===== src/logic/cpf_pkg.sv =====
package cpf_pkg;
    // ----------------------------------------
    // sizes
    // ----------------------------------------
    localparam int PC_W = 9;
    localparam int PM_WORDS = 512;
    localparam int INSN_W = 16;
    localparam int IO_ADDR_W = 6;
    localparam int RF_DEPTH = 32;
    localparam int RF_IDX_W = 5;
    localparam int STACK_DEPTH = 3;
    localparam logic [4:0] ZPTR_IDX = 5'h1e;

    // ----------------------------------------
    // status flag register and its bit positions
    // ----------------------------------------
    localparam logic [5:0] CPU_STATUS_FLAGS_ADDR = 6'h3f;
    localparam logic [7:0] CPU_STATUS_FLAGS_RST = 8'h00;
    localparam int SF_I = 7;
    localparam int SF_T = 6;
    localparam int SF_H = 5;
    localparam int SF_S = 4;
    localparam int SF_V = 3;
    localparam int SF_N = 2;
    localparam int SF_Z = 1;
    localparam int SF_C = 0;

    // ----------------------------------------
    // instruction encodings: pattern and mask
    // ----------------------------------------
    localparam logic [15:0] M_2REG = 16'hfc00;
    localparam logic [15:0] P_ADD = 16'h0c00;
    localparam logic [15:0] P_ADC = 16'h1c00;
    localparam logic [15:0] P_SUB = 16'h1800;
    localparam logic [15:0] P_AND = 16'h2000;
    localparam logic [15:0] P_EOR = 16'h2400;
    localparam logic [15:0] P_OR = 16'h2800;
    localparam logic [15:0] P_MOV = 16'h2c00;
    localparam logic [15:0] M_IO = 16'hf800;
    localparam logic [15:0] P_IN = 16'hb000;
    localparam logic [15:0] P_OUT = 16'hb800;
    localparam logic [15:0] M_IOBIT = 16'hff00;
    localparam logic [15:0] P_IO_BIT_CLEAR = 16'h9800;
    localparam logic [15:0] P_SKIP_IO_ZERO = 16'h9900;
    localparam logic [15:0] P_IO_BIT_SET = 16'h9a00;
    localparam logic [15:0] P_SKIP_IO_ONE = 16'h9b00;
    localparam logic [15:0] M_REL = 16'hf000;
    localparam logic [15:0] P_REL_JUMP = 16'hc000;
    localparam logic [15:0] P_REL_CALL = 16'hd000;
    localparam logic [15:0] M_FULL = 16'hffff;
    localparam logic [15:0] P_SUB_RETURN = 16'h9508;
    localparam logic [15:0] P_IRQ_RETURN = 16'h9518;
    localparam logic [15:0] M_BIT = 16'hfe08;
    localparam logic [15:0] P_BIT_LOAD = 16'hf800;
    localparam logic [15:0] P_BIT_STORE = 16'hfa00;
    localparam logic [15:0] M_IND = 16'hfe0f;
    localparam logic [15:0] P_LOAD_IND = 16'h8000;
    localparam logic [15:0] P_STORE_IND = 16'h8200;

    // ----------------------------------------
    // sequencer states
    // ----------------------------------------
    typedef enum logic [0:0] {
        CPF_EXEC = 1'b0,
        CPF_IO_WAIT = 1'b1
    } cpf_state_t;
endpackage


===== src/logic/cpf_core.sv =====
module cpf_core
    import cpf_pkg::*;
#(
    parameter int STACK_LEVELS = STACK_DEPTH
) (
    input wire logic i_core_clk,
    input wire logic i_nrst,
    input wire logic i_ce,
    input wire logic [INSN_W-1:0] i_pm_data,
    input wire logic [7:0] i_io_rdata,
    input wire logic i_irq_req,
    input wire logic [cpf_pkg::PC_W-1:0] i_irq_vector,
    output logic [cpf_pkg::PC_W-1:0] o_pm_addr,
    output logic [cpf_pkg::IO_ADDR_W-1:0] o_io_addr,
    output logic [7:0] o_io_wdata,
    output logic o_io_we,
    output logic o_io_re,
    output logic o_irq_ack,
    output logic [7:0] o_cpu_status_flags
);
    import cpf_pkg::*;

    // ----------------------------------------
    // helpers
    // ----------------------------------------
    function automatic logic insn_is(input logic [15:0] w, input logic [15:0] p,
                                     input logic [15:0] m);
        return (w & m) == p;
    endfunction

    function automatic logic [7:0] set_bit(input logic [7:0] v, input logic [2:0] b,
                                           input logic val);
        logic [7:0] r;
        r = v;
        r[b] = val;
        return r;
    endfunction

    // ----------------------------------------
    // state
    // ----------------------------------------
    logic [PC_W-1:0] pc_reg;
    logic [INSN_W-1:0] ir_reg;
    logic ir_valid_reg;
    logic [7:0] rf_reg [RF_DEPTH];
    logic [7:0] sf_reg;
    cpf_state_t state_reg;
    logic [IO_ADDR_W-1:0] io_addr_reg;
    logic [7:0] io_wdata_reg;
    logic io_we_reg;
    logic io_re_reg;
    logic irq_ack_reg;

    // ----------------------------------------
    // decode of the instruction in execution
    // ----------------------------------------
    logic [RF_IDX_W-1:0] d_idx;
    logic [RF_IDX_W-1:0] r_idx;
    logic [RF_IDX_W-1:0] z_idx;
    logic [IO_ADDR_W-1:0] io_dir_addr;
    logic [4:0] io_bit_addr;
    logic [2:0] bit_sel;
    logic [PC_W-1:0] rel_target;
    logic [7:0] op_d;
    logic [7:0] op_r;

    assign d_idx = ir_reg[8:4];
    assign r_idx = {ir_reg[9], ir_reg[3:0]};
    assign z_idx = rf_reg[ZPTR_IDX][RF_IDX_W-1:0];
    assign io_dir_addr = {ir_reg[10:9], ir_reg[3:0]};
    assign io_bit_addr = ir_reg[7:3];
    assign bit_sel = ir_reg[2:0];
    // pc already points one past the executing word, so pc + k is pc_insn + k + 1
    assign rel_target = pc_reg + ir_reg[PC_W-1:0];
    assign op_d = rf_reg[d_idx];
    assign op_r = rf_reg[r_idx];

    logic is_add, is_adc, is_sub, is_and, is_eor, is_or, is_mov;
    logic is_in, is_out, is_sbi, is_cbi, is_skip_if_io_bit_one, is_skip_if_io_bit_zero;
    logic is_rjmp, is_relative_call, is_ret, is_irq_return, is_bld, is_bst, is_ldz, is_stz;

    always_comb begin
        is_add = insn_is(ir_reg, P_ADD, M_2REG);
        is_adc = insn_is(ir_reg, P_ADC, M_2REG);
        is_sub = insn_is(ir_reg, P_SUB, M_2REG);
        is_and = insn_is(ir_reg, P_AND, M_2REG);
        is_eor = insn_is(ir_reg, P_EOR, M_2REG);
        is_or = insn_is(ir_reg, P_OR, M_2REG);
        is_mov = insn_is(ir_reg, P_MOV, M_2REG);
        is_in = insn_is(ir_reg, P_IN, M_IO);
        is_out = insn_is(ir_reg, P_OUT, M_IO);
        is_sbi = insn_is(ir_reg, P_IO_BIT_SET, M_IOBIT);
        is_cbi = insn_is(ir_reg, P_IO_BIT_CLEAR, M_IOBIT);
        is_skip_if_io_bit_one = insn_is(ir_reg, P_SKIP_IO_ONE, M_IOBIT);
        is_skip_if_io_bit_zero = insn_is(ir_reg, P_SKIP_IO_ZERO, M_IOBIT);
        is_rjmp = insn_is(ir_reg, P_REL_JUMP, M_REL);
        is_relative_call = insn_is(ir_reg, P_REL_CALL, M_REL);
        is_ret = insn_is(ir_reg, P_SUB_RETURN, M_FULL);
        is_irq_return = insn_is(ir_reg, P_IRQ_RETURN, M_FULL);
        is_bld = insn_is(ir_reg, P_BIT_LOAD, M_BIT);
        is_bst = insn_is(ir_reg, P_BIT_STORE, M_BIT);
        is_ldz = insn_is(ir_reg, P_LOAD_IND, M_IND);
        is_stz = insn_is(ir_reg, P_STORE_IND, M_IND);
    end

    // ----------------------------------------
    // execute: register writes, flags, flow
    // ----------------------------------------
    logic irq_take;
    logic exec_now;
    logic io_in_sf;
    logic io_out_sf;
    logic io_stall;
    logic [8:0] sum9;
    logic [7:0] res;
    logic rf_we;
    logic [RF_IDX_W-1:0] rf_wa;
    logic [7:0] rf_wd;
    logic [7:0] sf_next;
    logic flow_jump;
    logic [PC_W-1:0] flow_target;
    logic do_push;
    logic do_pop;
    logic [PC_W-1:0] push_addr;
    logic [PC_W-1:0] stack_top;
    logic skip_next;

    assign exec_now = (state_reg == CPF_EXEC) && ir_valid_reg && !irq_take;
    assign io_in_sf = is_in && (io_dir_addr == CPU_STATUS_FLAGS_ADDR);
    assign io_out_sf = is_out && (io_dir_addr == CPU_STATUS_FLAGS_ADDR);
    // bus reads and read-modify-writes take a second cycle; status flags do not
    assign io_stall = exec_now && ((is_in && !io_in_sf) || is_sbi || is_cbi || is_skip_if_io_bit_one
                      || is_skip_if_io_bit_zero);

    always_comb begin
        irq_take = (state_reg == CPF_EXEC) && sf_reg[SF_I] && i_irq_req;
        rf_we = 1'b0;
        rf_wa = d_idx;
        rf_wd = 8'h00;
        sf_next = sf_reg;
        flow_jump = 1'b0;
        flow_target = pc_reg;
        do_push = 1'b0;
        do_pop = 1'b0;
        push_addr = pc_reg;
        skip_next = 1'b0;
        sum9 = 9'h000;
        res = 8'h00;
        if (irq_take) begin
            // the word in execution is abandoned and resumed on return
            push_addr = ir_valid_reg ? pc_reg - 9'h001 : pc_reg;
            do_push = 1'b1;
            flow_jump = 1'b1;
            flow_target = i_irq_vector;
            sf_next[SF_I] = 1'b0;
        end else if (state_reg == CPF_IO_WAIT) begin
            if (is_in) begin
                rf_we = 1'b1;
                rf_wd = i_io_rdata;
            end
            if ((is_skip_if_io_bit_one && i_io_rdata[bit_sel]) || (is_skip_if_io_bit_zero && !i_io_rdata[bit_sel])) begin
                skip_next = 1'b1;
            end
        end else if (exec_now) begin
            if (is_add || is_adc) begin
                sum9 = {1'b0, op_d} + {1'b0, op_r} + {8'h00, is_adc & sf_reg[SF_C]};
                res = sum9[7:0];
                sf_next[SF_C] = sum9[8];
                sf_next[SF_H] = (op_d[3] & op_r[3]) | (op_r[3] & ~res[3])
                                | (~res[3] & op_d[3]);
                sf_next[SF_V] = (op_d[7] & op_r[7] & ~res[7])
                                | (~op_d[7] & ~op_r[7] & res[7]);
            end else if (is_sub) begin
                sum9 = {1'b0, op_d} - {1'b0, op_r};
                res = sum9[7:0];
                sf_next[SF_C] = (~op_d[7] & op_r[7]) | (op_r[7] & res[7])
                                | (res[7] & ~op_d[7]);
                sf_next[SF_H] = (~op_d[3] & op_r[3]) | (op_r[3] & res[3])
                                | (res[3] & ~op_d[3]);
                sf_next[SF_V] = (op_d[7] & ~op_r[7] & ~res[7])
                                | (~op_d[7] & op_r[7] & res[7]);
            end else if (is_and || is_eor || is_or) begin
                res = is_and ? (op_d & op_r) : (is_or ? (op_d | op_r) : (op_d ^ op_r));
                sf_next[SF_V] = 1'b0;
            end
            if (is_add || is_adc || is_sub || is_and || is_eor || is_or) begin
                rf_we = 1'b1;
                rf_wd = res;
                sf_next[SF_N] = res[7];
                sf_next[SF_Z] = (res == 8'h00);
                sf_next[SF_S] = res[7] ^ sf_next[SF_V];
            end else if (is_mov) begin
                rf_we = 1'b1;
                rf_wd = op_r;
            end else if (is_in && io_in_sf) begin
                rf_we = 1'b1;
                rf_wd = sf_reg;
            end else if (io_out_sf) begin
                sf_next = op_d;
            end else if (is_bst) begin
                sf_next[SF_T] = op_d[bit_sel];
            end else if (is_bld) begin
                rf_we = 1'b1;
                rf_wd = set_bit(op_d, bit_sel, sf_reg[SF_T]);
            end else if (is_ldz) begin
                rf_we = 1'b1;
                rf_wd = rf_reg[z_idx];
            end else if (is_stz) begin
                rf_we = 1'b1;
                rf_wa = z_idx;
                rf_wd = op_d;
            end else if (is_rjmp || is_relative_call) begin
                flow_jump = 1'b1;
                flow_target = rel_target;
                do_push = is_relative_call;
            end else if (is_ret || is_irq_return) begin
                flow_jump = 1'b1;
                flow_target = stack_top;
                do_pop = 1'b1;
                if (is_irq_return) begin
                    sf_next[SF_I] = 1'b1;
                end
            end
        end
    end

    cpf_ret_stack #(
        .DEPTH(STACK_LEVELS),
        .WIDTH(PC_W)
    ) u_ret_stack (
        .i_core_clk(i_core_clk),
        .i_nrst(i_nrst),
        .i_ce(i_ce),
        .i_push(do_push),
        .i_pop(do_pop),
        .i_ret_addr(push_addr),
        .o_top(stack_top)
    );

    // ----------------------------------------
    // fetch and sequencing
    // ----------------------------------------
    // the core runs on i_core_clk as delivered; nothing divides it
    always_ff @(posedge i_core_clk or negedge i_nrst) begin
        if (!i_nrst) begin
            pc_reg <= '0;
            ir_reg <= '0;
            ir_valid_reg <= 1'b0;
            state_reg <= CPF_EXEC;
        end else if (i_ce) begin
            if (io_stall) begin
                state_reg <= CPF_IO_WAIT;
            end else begin
                state_reg <= CPF_EXEC;
                if (flow_jump) begin
                    pc_reg <= flow_target;
                    ir_valid_reg <= 1'b0;
                end else begin
                    pc_reg <= pc_reg + 9'h001;
                    ir_reg <= i_pm_data;
                    ir_valid_reg <= !skip_next;
                end
            end
        end
    end

    always_ff @(posedge i_core_clk or negedge i_nrst) begin
        if (!i_nrst) begin
            for (int i = 0; i < RF_DEPTH; i++) begin
                rf_reg[i] <= 8'h00;
            end
        end else if (i_ce && rf_we) begin
            rf_reg[rf_wa] <= rf_wd;
        end
    end

    always_ff @(posedge i_core_clk or negedge i_nrst) begin
        if (!i_nrst) begin
            sf_reg <= CPU_STATUS_FLAGS_RST;
        end else if (i_ce) begin
            sf_reg <= sf_next;
        end
    end

    // ----------------------------------------
    // I/O bus strobes
    // ----------------------------------------
    always_ff @(posedge i_core_clk or negedge i_nrst) begin
        if (!i_nrst) begin
            io_addr_reg <= '0;
            io_wdata_reg <= 8'h00;
            io_we_reg <= 1'b0;
            io_re_reg <= 1'b0;
        end else if (i_ce) begin
            io_we_reg <= 1'b0;
            io_re_reg <= 1'b0;
            if (io_stall) begin
                io_re_reg <= 1'b1;
                io_addr_reg <= is_in ? io_dir_addr : {1'b0, io_bit_addr};
            end else if (exec_now && is_out && !io_out_sf) begin
                io_we_reg <= 1'b1;
                io_addr_reg <= io_dir_addr;
                io_wdata_reg <= op_d;
            end else if (state_reg == CPF_IO_WAIT && !irq_take && (is_sbi || is_cbi)) begin
                io_we_reg <= 1'b1;
                io_wdata_reg <= set_bit(i_io_rdata, bit_sel, is_sbi);
            end
        end
    end

    always_ff @(posedge i_core_clk or negedge i_nrst) begin
        if (!i_nrst) begin
            irq_ack_reg <= 1'b0;
        end else if (i_ce) begin
            irq_ack_reg <= irq_take;
        end
    end

    assign o_pm_addr = pc_reg;
    assign o_io_addr = io_addr_reg;
    assign o_io_wdata = io_wdata_reg;
    assign o_io_we = io_we_reg;
    assign o_io_re = io_re_reg;
    assign o_irq_ack = irq_ack_reg;
    assign o_cpu_status_flags = sf_reg;
endmodule


===== src/logic/cpf_ret_stack.sv =====
module cpf_ret_stack
    import cpf_pkg::*;
#(
    parameter int DEPTH = STACK_DEPTH,
    parameter int WIDTH = PC_W
) (
    input wire logic i_core_clk,
    input wire logic i_nrst,
    input wire logic i_ce,
    input wire logic i_push,
    input wire logic i_pop,
    input wire logic [WIDTH-1:0] i_ret_addr,
    output logic [WIDTH-1:0] o_top
);
    logic [WIDTH-1:0] entry_reg [DEPTH];

    // the deepest entry simply falls off on push: no overflow flag exists
    always_ff @(posedge i_core_clk or negedge i_nrst) begin
        if (!i_nrst) begin
            for (int i = 0; i < DEPTH; i++) begin
                entry_reg[i] <= '0;
            end
        end else if (i_ce) begin
            if (i_push) begin
                entry_reg[0] <= i_ret_addr;
                for (int i = 1; i < DEPTH; i++) begin
                    entry_reg[i] <= entry_reg[i-1];
                end
            end else if (i_pop) begin
                for (int i = 0; i < DEPTH - 1; i++) begin
                    entry_reg[i] <= entry_reg[i+1];
                end
            end
        end
    end

    assign o_top = entry_reg[0];
endmodule


===== config.mk =====
export PLATFORM = sky130hd
export DESIGN_NAME = cpf_core
export DESIGN_NICKNAME = d
export VERILOG_FILES = /design/src/logic/cpf_pkg.sv /design/src/logic/cpf_core.sv /design/src/logic/cpf_ret_stack.sv
export SDC_FILE = /design/constraint.sdc
export NUM_CORES = 1
export LEC_CHECK = 0
export BUFFER_PORTS_ARGS = -buffer_cell sky130_fd_sc_hd__buf_4
export CAP_MARGIN = 40
export CORE_MARGIN = 5
export CORE_UTILIZATION = 40
export DETAILED_ROUTE_END_ITERATION = 8
export GPL_ROUTABILITY_DRIVEN = 0
export PLACE_DENSITY = 0.55
export SLEW_MARGIN = 5
export SYNTH_ARGS = -nofsm -noshare
export SYNTH_HDL_FRONTEND = slang
export SYNTH_HIERARCHICAL = 1
export SYNTH_SLANG_ARGS = --single-unit

===== constraint.sdc =====
create_clock -name i_core_clk -period 4.75 [get_ports i_core_clk]
set_clock_uncertainty 0.05 [all_clocks]
set_input_delay 0.95 -clock i_core_clk [delete_from_list [all_inputs] [get_ports i_core_clk]]
set_output_delay 0.95 -clock i_core_clk [all_outputs]
set_load 0.1 [all_outputs]

* After elaboration in Yosys (flattened, before gate mapping)
Index checks and enable logic that the tools add are counted.
Word-level totals: bits in registers 334, input bits 37, output and inout bits 34, word-level logic and storage cells 369
Cells by class: $add $sub $neg 6, magnitude comparators 7, eq/ne operators 44, multiplexer cells 161, bitwise gates (word level) 46, reduce and logical (&&, ||, !) cells 58
Operators by type and width (count):
- 8-bit two-way mux | 33
- 256-bit bitwise mux | 1
- 9-bit two-way mux | 16
- 8-bit binary-select mux with 5-bit select | 3
- 1-bit two-way mux | 82
- 5-bit two-way mux | 11
- 8-bit equality test (second input constant) | 6
- 8-bit demux with 5-bit select | 1
- 18-bit two-way mux | 2
- 3-bit inequality test (second input constant) | 11
- 16-bit equality test (second input constant) | 2
- 13-bit AND reduction | 2
- 6-bit by 4-bit equality test with 1-bit output (second input constant) | 4
- 6-bit >= comparator (second input constant) | 4
- 6-bit two-way mux | 4
- 5-bit inverter with 6-bit output | 4
- 11-bit equality test (second input constant) | 2
- 1-bit logical AND | 18
- 1-bit bitwise AND | 17
- 8-bit bitwise mux | 2
- 1-bit logical OR | 15
- 1-bit inverter | 13
- 6-bit by 3-bit equality test with 1-bit output (second input constant) | 2
- 3-bit by 1-bit inequality test with 1-bit output (second input constant) | 4
- other kinds (34) | 63

* Depth between registers and ports, before layout
word-level depth 20, mapped depth 27, mapped depth without buffers 23

* Hierarchy
Netlist, hierarchy kept.
By module, submodules not included:
- cpf_core | instances 1, cells each 1895, area an instance 21862.2 um2, seq. area each 7682.4 um2
- cpf_ret_stack | instances 1, cells each 114, area an instance 1238.7 um2, seq. area each 675.6 um2

* Least setup slack after synthesis
No wires, ideal clock.
path kind reg-to-reg, from register ir_reg[0], to register sf_reg[3] (netlist: o_cpu_status_flags[3]), library setup time 0.120 ns, arrival time 4.977 ns, data required time 4.580 ns, slack -0.397 ns, cell stages (with the launch flop) 26, buffers on the path 5, period minus slack after synthesis 5.147 ns, path through dfrtp_1 buf_4 buf_4 buf_2 buf_2 buf_2 a21oi_1 o31ai_1 inv_1 ha_1 o21bai_1 a21oi_1 o31a_1 nor2_1 nor2_1 nor2_1 nor2_1 fa_1 mux2i_1 nor3_1 a21oi_1 a211oi_1 a2111o_1 a41oi_1 a211oi_1 a21o_1
On the way: word-level cells in the longest chain between the ends 17, elaborated cells on any way between the ends 33, those cells by class 3 x add/sub; 1 x eq/ne; 12 x mux; 14 x bitwise; 3 x reduce/logical
RTL lines:
- from (decl) | RTL line cpf_core.sv:43 | logic [INSN_W-1:0] ir_reg;
- from (signal assigned) | RTL line cpf_core.sv:260 | ir_reg <= i_pm_data;
- 5-bit inverter with 6-bit output (not written as such) | RTL line cpf_core.sv:76 | assign op_r = rf_reg[r_idx];
- 8-bit binary-select mux with 5-bit select | RTL line cpf_core.sv:76
- 8-bit two-way mux (not written as such) (2 in series) | RTL line cpf_core.sv:76
- 8-bit by 8-bit adder with 9-bit output, or another cell as far along | RTL line cpf_core.sv:166 | sum9 = {1'b0, op_d} + {1'b0, op_r} + {8'h00, is_adc & sf_reg[SF_C]};
- 9-bit by 1-bit adder with 9-bit output, or another cell as far along | RTL line cpf_core.sv:166
- 1-bit inverter or 1-bit bitwise AND (tied branches) | RTL line cpf_core.sv:171, cpf_core.sv:180
- 1-bit bitwise AND or 1-bit bitwise OR (tied branches) | RTL line cpf_core.sv:171, cpf_core.sv:181
- 1-bit bitwise OR or 1-bit two-way mux (tied branches) | RTL line cpf_core.sv:172, cpf_core.sv:173
- 1-bit two-way mux | RTL line cpf_core.sv:165 | if (is_add || is_adc) begin
- 1-bit two-way mux | RTL line cpf_core.sv:164 | end else if (exec_now) begin
- 1-bit two-way mux | RTL line cpf_core.sv:156 | end else if (state_reg == CPF_IO_WAIT) begin
- 1-bit two-way mux | RTL line cpf_core.sv:149 | if (irq_take) begin
- 6-bit two-way mux | RTL line cpf_core.sv:198 | end else if (io_out_sf) begin
- 8-bit two-way mux | RTL line cpf_core.sv:195 | end else if (is_in && io_in_sf) begin
- 8-bit two-way mux | RTL line cpf_core.sv:192 | end else if (is_mov) begin
- 1-bit two-way mux (*) | RTL line cpf_core.sv:186 | if (is_add || is_adc || is_sub || is_and || is_eor || is_or) begin
- to (signal assigned) | RTL line cpf_core.sv:281 | sf_reg <= sf_next;
- to (decl) | RTL line cpf_core.sv:46 | logic [7:0] sf_reg;
Mark *: on every way between the ends. The rest lies on a longest branch, timed or not. The select of a mux whose other input is x is not followed. A chain may end at the register's enable or synchronous reset.

* Worst setup path in the final report
from register ir_reg[0], to register rf_reg[159] (netlist name)
On the way: word-level cells in the longest chain between the ends 18, elaborated cells on any way between the ends 71, those cells by class 3 x add/sub; 4 x order compare; 3 x eq/ne; 50 x mux; 5 x bitwise; 6 x reduce/logical
RTL lines:
- parallel branches: the longest is 18 deep, another holds 8-bit by 8-bit adder with 9-bit output
- to (signal, indexed assignment) | RTL line cpf_core.sv:273 | rf_reg[rf_wa] <= rf_wd;
- to (decl) | RTL line cpf_core.sv:45 | logic [7:0] rf_reg [RF_DEPTH];
Parallel ways; which one is timed is not known. The select of a mux whose other input is x is not followed.

==> results.ini <==
[drt]
ant_nets=0
vias_per_cell=6.60
vias=20800
wl_per_cell_um=30.7
first_iter_violations=2370
dr.pass1.iters=6
finalWirelength_mm=96.9
post-route-drc-count=0

[logic_synthesis]
ys_warn_count=6
netlist_top_cells_count=dfrtp_1, mux2_2, mux4_2, nand2_1, a21oi_1
syn_area_sq_um=23100
ys_seq_elements=334
synthTopCellsByArea=dfrtp_1, mux2_2, mux4_2
synth_nets=2088
syn-instance-count=2009
yosys.area.top_type_share_pct=36.2
synth_top_flop_cell=dfrtp_1
synth_edf_count=0
synth_cell_types=86
yosysMostFrequentCell=dfrtp_1
synth_top_area_cell=dfrtp_1
synthArstFlopShare_pct=100
avgSynthCellArea_sq_um=11.5
synth_seq_area_share_pct=36.2

[clock_network]
cts_tree=built
cts_buffers=41
h-tree-depth=2
clk_pin_slew_worst_paths_ns=0.06
holdBufCountCts=0
cts-root-buf=clkbuf_16
clk_path_buf_depth=3
cts_sinks=334
clk_latency_ns=0.59

[global_routing]
antenna_found_initial=5
overflow=0
grt_max_degree=102
grt_first_pass_wirelength_mm=141
grt_pass1_vias=20700
gr-usage-all-layers_pct=29.6

[setup_path]
regToRegSetupSlack_ns=-0.43
critPathKind=flip-flop to flip-flop
cp_data_arrival_time_ns=5.59
end_kind=flip-flop
cp.required_ns=5.16
crit_path_max_fanout=14
cp-start-kind=flip-flop

[layout]
largest_register_ffs=256
final_nets=2435
area_growth_syn_to_layout_pct=28.1
drive_gt1_share_pct=47.7
n_antenna_cell=0
utilization_pct=51.5

[timing]
fin_crit_sh_pct=109
setup_viol_count_final=124
setup-tns-final_ns=-25.34
fmax_ghz=0.193
fin_ws_ns=-0.426
hold_viol_final=0
maxSlewHeadroom_pct=44.9
min_period_ns=5.18
worst_slew_pin_slew_ns=0.827
finalMaxSlewViolations=0
rsz0062_at_grt=true

[run_status]
status=finished with violations
violations=setup timing

[worst_hold_path]
hp-class=input pin to async pin

[pwr]
vdd_drop_max_v=0.000508
pwr_density_cell_nw_per_um2=516
leakage_nw=12.9

[die]
die_h_um=250
core-area_sq_um=57500
dieArea_sq_um=62700
num_rows=88
num_io_pins=71
die_x_um=250
initial_core_util_pct=40.2

[place]
dpl.hpwl_mm=69.2
port-buffer-count=70

[run]
cap_violations=0

-- timing repair --
action                                 4_1_cts  5_1_grt
cloned                                       7        2
buffers inserted                            43        5
setup endpoints to repair                  165      164
pin swaps                                   30       14
resized for setup                          153       60
endpoints found under the hold margin        0        0
-- cell families after synthesis --
logic type                 synth area share (%)
xor gates and xnor gates                  0.531
and+or+nand+nor                            8.72
buffers and inverters                      4.32
AOI/OAI and AO/OA                          14.3
muxes                                      33.4
adders and majority gates                  2.50
DFF                                        36.2
-- per-layer routing --
layer  global-route usage [%]  vias up  share of wire (%)
met5                        0        -              0.023
met4                     14.0        4                6.3
met3                     8.84      400                 11
met2                     46.6     1439                 45
met1                     37.7    10500                 38
li1                         -     8480                  -
-- cell usage in the layout (no fill, tap or decap), types with 7 or more instances in the layout --
cell type / netlist / layout
nand2b_1: 9 / 8
o221ai_1: 13 / 10
o21ai_0: 65 / 59
dfrtp_1: 334 / 325
a211oi_1: 14 / 11
buf_4: 21 / 416
buf_12: 0 / 23
nor2b_1: 19 / 15
nand2_1: 132 / 130
o22ai_2: 24 / 25
a221oi_2: 1 / 7
mux2_4: 8 / 83
clkbuf_16: 0 / 45
xnor2_1: 8 / 8
clkbuf_1: 82 / 7
nand3b_1: 10 / 10
nand4_1: 14 / 14
a22oi_1: 43 / 38
nor2_1: 79 / 74
and3_1: 10 / 9
and2_1: 12 / 9
mux2i_1: 96 / 94
a221o_1: 20 / 20
o22ai_1: 44 / 43
or3_1: 8 / 8
ha_1: 35 / 30
a21oi_1: 100 / 94
buf_6: 6 / 18
clkbuf_8: 0 / 9
nand3_1: 35 / 34
o22ai_4: 8 / 8
a22o_1: 9 / 9
mux2_2: 310 / 235
a221oi_1: 25 / 14
inv_1: 46 / 40
mux4_2: 140 / 140
nor3_1: 31 / 29
a21oi_2: 2 / 8
-- area by class of cell --
cell class / count / area (sq um)
multi-input cells: 1459 / 14600
repair buffers: 470 / 4070
well taps: 765 / 957
inverters: 50 / 195
fillers: 5065 / 27900
clock buffers: 59 / 1230
clock inverters: 16 / 155
flip-flops and latches: 334 / 8380
-- path summary, 6_finish.rpt --
check / startpoint / to / cells past startpoint
max: ir_reg[0] / rf_reg[159] / 21
min: i_nrst / u_ret_stack/entry_reg[13] / 1
max reg2reg: ir_reg[0] / rf_reg[159] / 21
min reg2reg: o_io_wdata[6] / o_io_wdata[6] / 2
max in group asynchronous: i_nrst / rf_reg[117] / 2
min in group i_core_clk: o_io_wdata[6] / o_io_wdata[6] / 2
-- metrics by stage --
step	power (W)	instance area [sq um]	setup WS, ns	hold slack [ns]	std cells
global placement	0.0108	26700	-0.920	0.421	3022
global route	0.0158	29600	-0.561	0.426	3153
floorplan	0.00782	23200	0.0311	0.414	2009
finish	0.0153	29600	-0.426	0.367	3153
detailed placement	0.0108	26700	-0.812	0.425	3024
CTS	0.0149	29300	-0.256	0.387	3148
-- worst max-delay path, cell delays in order, from the launching register on --
cell       delay (ns)
dfrtp_4          0.53
buf_12           0.20
buf_4            0.19
nand2_2          0.15
buf_4            0.18
nor2_1           0.32
a221oi_1         0.16
a31oi_1          0.45
mux2i_1          0.19
buf_4            0.20
ha_1             0.32
nor2_1           0.15
nor2_1           0.08
fa_1             0.55
buf_4            0.12
nor2_1           0.03
a221oi_1         0.21
o21ai_1          0.13
nand2_1          0.13
nand2_4          0.17
clkbuf_16        0.26
mux2_4           0.26
-- power by group --
| part | internal (W) | switching [W] | leakage [nW] |
|---|---|---|---|
| Clock | 0.00191 | 0.00135 | 0.672 |
| Combinational | 0.00339 | 0.00504 | 7.70 |
| Sequential | 0.00314 | 0.000439 | 4.54 |
No activity file was read; power rests on OpenSTA's default activity.
